## src/shared/flash_cmd_consts.svh

```systemverilog
// constants for the flash command decoder
// Contract
// read cycle in parallel mode drives the addressed byte onto the data pins
// host presents sector or block address for erase; chip erase address fixed
// byte program: AA@5555, 55@2AAA, A0@5555, then address and data
// sector erase: two unlocks, 80@5555, two unlocks, 30 at sector address
// block erase: same six cycles, last write 50 at block address
// chip erase, 10@5555 last, accepted in parallel mode only
// unlock then 90@5555 enters id mode; A0 picks maker or device code
// id exit by single F0 anywhere or unlock plus F0@5555
// id mode is not kept over power loss; start in array read
// command decode compares only address bits 14 to 0
// sequence cycles consecutive: bus cycles parallel, write cycles hub
// interface select, fixed at reset release: high parallel, low hub
// second initialize input acts exactly like reset
// row/column select says whether address pins carry row or column
// any mismatching cycle aborts the sequence back to idle
`ifndef FLASH_CMD_CONSTS_SVH
`define FLASH_CMD_CONSTS_SVH

`define ADDR_W        22
`define PIN_ADDR_W    11
`define CMD_ADDR_W    15
`define UNLOCK1_ADDR  15'h5555
`define UNLOCK2_ADDR  15'h2aaa
`define UNLOCK1_DATA  8'haa
`define UNLOCK2_DATA  8'h55
`define CMD_PROGRAM   8'ha0
`define CMD_ERASE     8'h80
`define CMD_ID_ENTRY  8'h90
`define CMD_ID_EXIT   8'hf0
`define CMD_SECTOR    8'h30
`define CMD_BLOCK     8'h50
`define CMD_CHIP      8'h10
// identity codes: values are arbitrary
`define MAKER_CODE    8'h3c
`define DEVICE_CODE   8'hc3
`define SYNC_RST_CTRL 4'h0

`endif

```

## src/shared/flash_cmd_pkg.sv

```systemverilog
// types shared by the flash command decoder
package flash_cmd_pkg;
  typedef enum logic [2:0] {
    st_idle,
    st_unlock1,
    st_unlock2,
    st_program,
    st_erase_setup,
    st_erase_unlock1,
    st_erase_unlock2
  } seq_state_t;
endpackage : flash_cmd_pkg

```

## src/design/pin_sync.sv

```systemverilog
// two-stage synchroniser for a group of asynchronous pins
`timescale 1ns/1ps
module pin_sync #(
  parameter int W = 1
) (
  input  wire logic         mclk_in,
  input  wire logic         rst_in,
  input  wire logic [W-1:0] reset_value_in,
  input  wire logic [W-1:0] async_in,
  output logic      [W-1:0] sync_out
);
  logic [W-1:0] stage1;

  // stage1 feeds only sync_out, nothing else looks at it
  always_ff @(posedge mclk_in)
  begin
    if (rst_in)
    begin
      stage1   <= reset_value_in;
      sync_out <= reset_value_in;
    end
    else
    begin
      stage1   <= async_in;
      sync_out <= stage1;
    end
  end
endmodule : pin_sync

```

## src/design/flash_command_decoder.sv

```systemverilog
// command decoder and bus-cycle control for the parallel/hub flash
`timescale 1ns/1ps
`include "flash_cmd_consts.svh"
module flash_command_decoder
  import flash_cmd_pkg::*;
(
  input  wire logic                   mclk_in,
  input  wire logic                   rst_in,
  input  wire logic                   reset_n_in,
  input  wire logic                   init_n_in,
  input  wire logic                   interface_select_in,
  input  wire logic                   row_col_in,
  input  wire logic                   oe_n_in,
  input  wire logic                   we_n_in,
  input  wire logic [`PIN_ADDR_W-1:0] addr_pins_in,
  input  wire logic [7:0]             dq_in,
  output logic      [7:0]             dq_out,
  output logic                        dq_oe_n_out,
  input  wire logic                   hub_wr_in,
  input  wire logic [`ADDR_W-1:0]     hub_addr_in,
  input  wire logic [7:0]             hub_data_in,
  output logic      [`ADDR_W-1:0]     mem_addr_out,
  input  wire logic [7:0]             mem_rdata_in,
  output logic      [7:0]             prog_data_out,
  output logic                        prog_pulse_out,
  output logic                        sector_erase_out,
  output logic                        block_erase_out,
  output logic                        chip_erase_out,
  output logic                        id_mode_out,
  output logic                        parallel_programming_mode_out
);

  //////////////////////////////////////////////////////////////////////////
  // pin synchronisers; control pins are inverted so reset gives idle levels
  logic [3:0] ctrl_inv_s;
  logic [`PIN_ADDR_W-1:0] addr_s;
  logic [7:0] dq_s;
  logic reset_n_s;
  logic init_n_s;
  logic oe_n_s;
  logic we_n_s;
  logic row_col_s;
  logic ic_s;

  pin_sync #(.W(4)) u_ctrl_sync (
    .mclk_in        (mclk_in),
    .rst_in         (rst_in),
    .reset_value_in (`SYNC_RST_CTRL),
    .async_in       (~{reset_n_in, init_n_in, oe_n_in, we_n_in}),
    .sync_out       (ctrl_inv_s)
  );

  // not reset: interface select must reach the mode latch while reset is held
  pin_sync #(.W(`PIN_ADDR_W + 8 + 2)) u_data_sync (
    .mclk_in        (mclk_in),
    .rst_in         (1'b0),
    .reset_value_in ('0),
    .async_in       ({addr_pins_in, dq_in, row_col_in,
                      interface_select_in}),
    .sync_out       ({addr_s, dq_s, row_col_s, ic_s})
  );

  assign reset_n_s = ~ctrl_inv_s[3];
  assign init_n_s  = ~ctrl_inv_s[2];
  assign oe_n_s    = ~ctrl_inv_s[1];
  assign we_n_s    = ~ctrl_inv_s[0];

  //////////////////////////////////////////////////////////////////////////
  // reset: power-on reset or either reset pin
  logic dev_reset;
  assign dev_reset = rst_in | ~reset_n_s | ~init_n_s;

  // interface select is only looked at while reset is held
  logic pp_mode;
  always_ff @(posedge mclk_in)
  begin
    if (dev_reset)
      pp_mode <= ic_s;
  end
  assign parallel_programming_mode_out = pp_mode;

  //////////////////////////////////////////////////////////////////////////
  // multiplexed address capture
  logic [`ADDR_W-1:0] pp_addr;
  always_ff @(posedge mclk_in)
  begin
    if (rst_in)
      pp_addr <= '0;
    else if (row_col_s)
      pp_addr[`PIN_ADDR_W-1:0] <= addr_s;
    else
      pp_addr[`ADDR_W-1:`PIN_ADDR_W] <= addr_s;
  end

  //////////////////////////////////////////////////////////////////////////
  // bus cycle detection
  logic we_n_d;
  logic oe_n_d;
  always_ff @(posedge mclk_in)
  begin
    if (dev_reset)
    begin
      we_n_d <= 1'b1;
      oe_n_d <= 1'b1;
    end
    else
    begin
      we_n_d <= we_n_s;
      oe_n_d <= oe_n_s;
    end
  end

  logic pp_write;
  logic pp_read_start;
  // data latched as write enable returns high
  assign pp_write      = pp_mode & ~we_n_d & we_n_s & oe_n_s;
  assign pp_read_start = pp_mode & oe_n_d & ~oe_n_s & we_n_s;

  logic wr;
  logic [`ADDR_W-1:0] wr_addr;
  logic [7:0] wr_data;
  assign wr      = pp_mode ? pp_write : hub_wr_in;
  assign wr_addr = pp_mode ? pp_addr : hub_addr_in;
  assign wr_data = pp_mode ? dq_s : hub_data_in;

  // only the low address bits take part in decoding
  function automatic logic cmd_hit(
    input logic [`ADDR_W-1:0] addr,
    input logic [7:0]         data,
    input logic [`CMD_ADDR_W-1:0] exp_addr,
    input logic [7:0]         exp_data
  );
    cmd_hit = (addr[`CMD_ADDR_W-1:0] == exp_addr) && (data == exp_data);
  endfunction : cmd_hit

  //////////////////////////////////////////////////////////////////////////
  // command sequencer
  seq_state_t state;
  seq_state_t next_state;
  logic next_id_set;
  logic next_id_clr;
  logic next_prog;
  logic next_sector;
  logic next_block;
  logic next_chip;

  always_comb
  begin
    next_state  = state;
    next_id_set = 1'b0;
    next_id_clr = 1'b0;
    next_prog   = 1'b0;
    next_sector = 1'b0;
    next_block  = 1'b0;
    next_chip   = 1'b0;
    if (wr)
    begin
      next_state = st_idle;
      case (state)
        st_idle:
        begin
          if (wr_data == `CMD_ID_EXIT)
            next_id_clr = 1'b1;
          else if (cmd_hit(wr_addr, wr_data, `UNLOCK1_ADDR, `UNLOCK1_DATA))
            next_state = st_unlock1;
        end
        st_unlock1:
          if (cmd_hit(wr_addr, wr_data, `UNLOCK2_ADDR, `UNLOCK2_DATA))
            next_state = st_unlock2;
        st_unlock2:
        begin
          if (wr_addr[`CMD_ADDR_W-1:0] == `UNLOCK1_ADDR)
          begin
            case (wr_data)
              `CMD_PROGRAM:  next_state = st_program;
              `CMD_ERASE:    next_state = st_erase_setup;
              `CMD_ID_ENTRY: next_id_set = 1'b1;
              `CMD_ID_EXIT:  next_id_clr = 1'b1;
              default:       next_state = st_idle;
            endcase
          end
        end
        st_program:
          next_prog = 1'b1;
        st_erase_setup:
          if (cmd_hit(wr_addr, wr_data, `UNLOCK1_ADDR, `UNLOCK1_DATA))
            next_state = st_erase_unlock1;
        st_erase_unlock1:
          if (cmd_hit(wr_addr, wr_data, `UNLOCK2_ADDR, `UNLOCK2_DATA))
            next_state = st_erase_unlock2;
        st_erase_unlock2:
        begin
          // sector or block target is whatever address the host put up
          if (wr_data == `CMD_SECTOR)
            next_sector = 1'b1;
          else if (wr_data == `CMD_BLOCK)
            next_block = 1'b1;
          else if (cmd_hit(wr_addr, wr_data, `UNLOCK1_ADDR, `CMD_CHIP))
            next_chip = pp_mode;
        end
        default:
          next_state = st_idle;
      endcase
    end
    else if (pp_read_start)
      next_state = st_idle;
  end

  always_ff @(posedge mclk_in)
  begin
    if (dev_reset)
      state <= st_idle;
    else
      state <= next_state;
  end

  // id mode; cleared by every reset including power-on
  always_ff @(posedge mclk_in)
  begin
    if (dev_reset)
      id_mode_out <= 1'b0;
    else if (next_id_set)
      id_mode_out <= 1'b1;
    else if (next_id_clr)
      id_mode_out <= 1'b0;
  end

  //////////////////////////////////////////////////////////////////////////
  // program and erase requests to the array, one-cycle pulses
  always_ff @(posedge mclk_in)
  begin
    if (dev_reset)
    begin
      prog_pulse_out   <= 1'b0;
      sector_erase_out <= 1'b0;
      block_erase_out  <= 1'b0;
      chip_erase_out   <= 1'b0;
      prog_data_out    <= 8'h00;
    end
    else
    begin
      prog_pulse_out   <= next_prog;
      sector_erase_out <= next_sector;
      block_erase_out  <= next_block;
      chip_erase_out   <= next_chip;
      if (next_prog)
        prog_data_out <= wr_data;
    end
  end

  // array address: write address on writes, else the parallel bus address in parallel mode; held in hub mode
  always_ff @(posedge mclk_in)
  begin
    if (dev_reset)
      mem_addr_out <= '0;
    else if (wr)
      mem_addr_out <= wr_addr;
    else if (pp_mode)
      mem_addr_out <= pp_addr;
  end

  //////////////////////////////////////////////////////////////////////////
  // read path; mem_rdata_in answers mem_addr_out in the same cycle
  logic reading;
  logic id_at_zero;
  assign reading    = pp_mode & ~dev_reset & ~oe_n_s & we_n_s;
  assign id_at_zero = mem_addr_out[`ADDR_W-1:1] == '0;

  always_ff @(posedge mclk_in)
  begin
    if (dev_reset)
    begin
      dq_out      <= 8'h00;
      dq_oe_n_out <= 1'b1;
    end
    else
    begin
      dq_oe_n_out <= ~reading;
      if (id_mode_out && id_at_zero)
        dq_out <= mem_addr_out[0] ? `DEVICE_CODE : `MAKER_CODE;
      else
        dq_out <= mem_rdata_in;
    end
  end

endmodule : flash_command_decoder

```

## config.mk

```make
export PLATFORM = sky130hd
export DESIGN_NAME = flash_command_decoder
export DESIGN_NICKNAME = d
export VERILOG_FILES = /design/src/shared/flash_cmd_pkg.sv /design/src/design/pin_sync.sv /design/src/design/flash_command_decoder.sv
export VERILOG_INCLUDE_DIRS = /design/src /design/src/shared
export SDC_FILE = /design/constraint.sdc
export NUM_CORES = 1
export LEC_CHECK = 0
export ABC_AREA = 1
export BUFFER_PORTS_ARGS = -buffer_cell sky130_fd_sc_hd__buf_2
export CAP_MARGIN = 25
export CORE_ASPECT_RATIO = 1.1
export CORE_MARGIN = 3
export CORE_UTILIZATION = 48
export DETAILED_ROUTE_END_ITERATION = 16
export PLACE_DENSITY_LB_ADDON = 0.2
export RECOVER_POWER = 50
export SYNTH_ARGS = -nofsm -noshare
export SYNTH_HDL_FRONTEND = slang
export SYNTH_SLANG_ARGS = --single-unit
export TNS_END_PERCENT = 1
```

## constraint.sdc

```tcl
create_clock -name mclk_in -period 1.8 [get_ports mclk_in]
set_clock_uncertainty 0.1 [all_clocks]
set_input_delay 0.45 -clock mclk_in [delete_from_list [all_inputs] [get_ports mclk_in]]
set_output_delay 0.45 -clock mclk_in [all_outputs]
set_load 0.03 [all_outputs]
```

==> results.sh <==
export IMPL_setup_ws_ns=-0.1874
export IMPL_detail_route_antenna_nets=0
export IMPL_hold_ws_ns=0.07726
export IMPL_period_minus_slack_ns=1.987
export IMPL_grt_pass1_wl_um=20270
export IMPL_drive_above_1_share_pct=33.80
export IMPL_hp_class="primary input to flip-flop"
export IMPL_vias_per_cell=5.198
export IMPL_cp_required_ns=2.15
export IMPL_core_area_um2=9144
export IMPL_tightest_slew_ns=1.210
export IMPL_synth_warnings=0
export IMPL_dr_pass1_iters=6
export IMPL_nets=834
export IMPL_die_x_um=99.61
export IMPL_synth_top_flop_cell="dfxtp_1"
export IMPL_fp_dieH_um=109.0
export IMPL_syn_avg_cell_area_um2=7.842
export IMPL_crit_type="flip-flop to flip-flop"
export IMPL_synth_cell_type_count=33
export IMPL_setup_viol=9
export IMPL_die_area_um2=10850
export IMPL_synth_edf_count=1
export IMPL_area_growth_pct=43.51
export IMPL_grt_max_degree=31
export IMPL_crit_arrival_ns=2.34
export IMPL_start_kind="flip-flop"
export IMPL_r2r_end="state[0]"
export IMPL_ys_ff_latch=122
export IMPL_crit_path_max_fanout=8
export IMPL_hold_depth=3
export IMPL_reg2reg_slack_ns=-0.19
export IMPL_wl_per_cell_um=15.07
export IMPL_cts_root_buf="clkbuf_8"
export IMPL_failed_checks="setup timing"
export IMPL_status="finished with violations"
export IMPL_syn_area_um2=4627
export IMPL_vias=4652
export IMPL_fmax_ghz=0.5032
export IMPL_antenna_found_initial=0
export IMPL_grt_usage_pct=23.78
export IMPL_whs_endpoint="dq_out[6]"
export IMPL_end_kind="flip-flop"
export IMPL_power_mw=7.267
export IMPL_relSlewSlack_pct=19.32
export IMPL_synthCells=590
export IMPL_ios=111
export IMPL_clkTransAtPathRegs_ns=0.06
export IMPL_initial_core_util_pct=50.60
export IMPL_setup_tns_final_ns=-0.8449
export IMPL_first_global_vias=4261
export IMPL_powerDensity_nw_per_um2=1094
export IMPL_overflow=0
export IMPL_yosysMostFrequentCell="nand2_1"
export IMPL_clk_path_buf_depth=2
export IMPL_drv_cap=0
export IMPL_final_hold_viol_count=0
export IMPL_synth_async_reset_ratio_pct=0
export IMPL_synth_area_top_cells="dfxtp_1, nand2_1, inv_1"
export IMPL_worstHoldStart="mem_rdata_in[6]"
export IMPL_r2r_start="parallel_programming_mode_out"
export IMPL_portBuffers=110
export IMPL_insertion_delay_ns=0.51
export IMPL_finalCritPeriodShare_pct=110.4
export IMPL_drv_slew=0
export IMPL_ir_drop_v=0.0006616
export IMPL_synth_top_area_cell="dfxtp_1"
export IMPL_ys_seq_area_share_pct=53.00
export IMPL_cts_htree_levels=4
export IMPL_cts_made_buffers=17
export IMPL_clock_sinks=122
export IMPL_wl_um=13490
export IMPL_yosys_top_cells_count="nand2_1, dfxtp_1, inv_1"
export IMPL_power_leakage_nw=3.169
export IMPL_post_dp_hpwl_um=8660
export IMPL_synth_nets=656
export IMPL_drt_iter0_markers=455
export IMPL_tritoncts="yes"
export IMPL_gp_congestion=0.9517
export IMPL_insertedDiodeCount=0
export IMPL_rsz0062_at_grt="true"
export IMPL_synth_top_area_share_pct=52.35
export IMPL_r2r_cells=12
export IMPL_drc=0
export IMPL_row_count=36
## layer usage
layer / track usage [%] / vias up / routed length, um
met4: 9.854 / 0 / 244
met5: 0 / - / 0
met1: 30.48 / 2143 / 5429
met2: 39.59 / 230 / 6810
li1: - / 2248 / -
met3: 4.351 / 31 / 1004
## metrics by stage
stage               setup WS (ns)  instances  instance area (um2)  util, %
floorplan                -0.05811        590                 4627        -
global placement          0.01163        821                 5416    59.24
detailed placement       -0.04863        821                 5416    59.24
CTS                      -0.05218        884                 6341    69.35
global route              -0.2342        895                 6640    72.62
finish                    -0.1874        895                 6640    72.62
## worst max path at each step
stage | startpoint | endpoint | slack [ns] | depth (start not counted)
2_1_floorplan | parallel_programming_mode_out | chip_erase_out | -0.06 | 13
3_3_place_gp | parallel_programming_mode_out | chip_erase_out | 0.01 | 10
3_5_place_dp | parallel_programming_mode_out | state[2] | -0.05 | 11
4_1_cts | parallel_programming_mode_out | parallel_programming_mode_out | -0.05 | 2
5_1_grt | parallel_programming_mode_out | state[0] | -0.23 | 12
6_report | parallel_programming_mode_out | state[0] | -0.19 | 12
## worst max-delay path, stage by stage, from the launching register on
cell	delay (ns)
edfxtp_1	0.50
buf_6	0.20
clkinv_8	0.07
nand2_1	0.07
nand2_2	0.11
inv_2	0.08
nor2_2	0.12
nand2_1	0.14
nor2_4	0.18
nand3_4	0.09
nand3_2	0.09
nand2_1	0.08
nand2_1	0.10
## what timing repair did
| action | CTS | global route |
|---|---|---|
| endpoints found under the hold margin | 25 | 0 |
| resized for setup | 22 | 66 |
| pin swaps | 10 | 33 |
| hold buffers | 25 | 0 |
| gates cloned | 2 | 0 |
| setup buffers | 4 | 11 |
| setup endpoints to repair | 8 | 30 |
## report_power, final
| group | internal [mW] | switching (mW) | total [mW] |
|---|---|---|---|
| Clock | 1.91 | 1.25 | 3.16 |
| Sequential | 2.86 | 0.0845 | 2.94 |
| Combinational | 0.451 | 0.710 | 1.16 |
| Total | 5.22 | 2.05 | 7.27 |
## sequential cells by signal, summed over array words and instances (netlist names), 3 cells and up
| register | flops |
|---|---|
| dq_out | 8 |
| mem_addr_out | 22 |
| pp_addr | 22 |
| prog_data_out | 8 |
| state | 3 |
| u_ctrl_sync.stage1 | 4 |
| u_ctrl_sync.sync_out | 4 |
| u_data_sync.stage1 | 21 |
| u_data_sync.sync_out | 21 |
## area by class of cell
| cell class | count | area [um2] |
|---|---|---|
| timing repair buffer | 181 | 1204 |
| multi-input combinational | 364 | 1936 |
| fill | 700 | 2504 |
| inverter | 80 | 312.8 |
| timing repair inverter | 2 | 32.53 |
| clock buffer | 19 | 441.7 |
| clock inverter | 13 | 118.9 |
| tap | 114 | 142.6 |
| sequential | 122 | 2452 |
## cell families after synthesis
kind of cell           synth area share (%)
flip-flops                            53.00
buffers and inverters                 9.762
AND/OR/NAND/NOR                       24.58
AO/OA/AOI/OAI                         12.66
## placed cells by master (no fill, tap or decap), drive strengths merged
cell / instances
nand3b: 1
inv: 82
a21oi: 27
nor3b: 1
a211oi: 18
buf: 153
clkinv: 8
nand4: 7
a31oi: 3
a221oi: 13
nand3: 16
nor2: 60
bufinv: 1
o21ai: 34
nand2: 166
o22ai: 2
nor3: 12
nor4: 4
clkbuf: 22
dfxtp: 121
dlygate4sd3: 25
edfxtp: 1
clkinvlp: 4
Power figures use the tool's default switching activity.
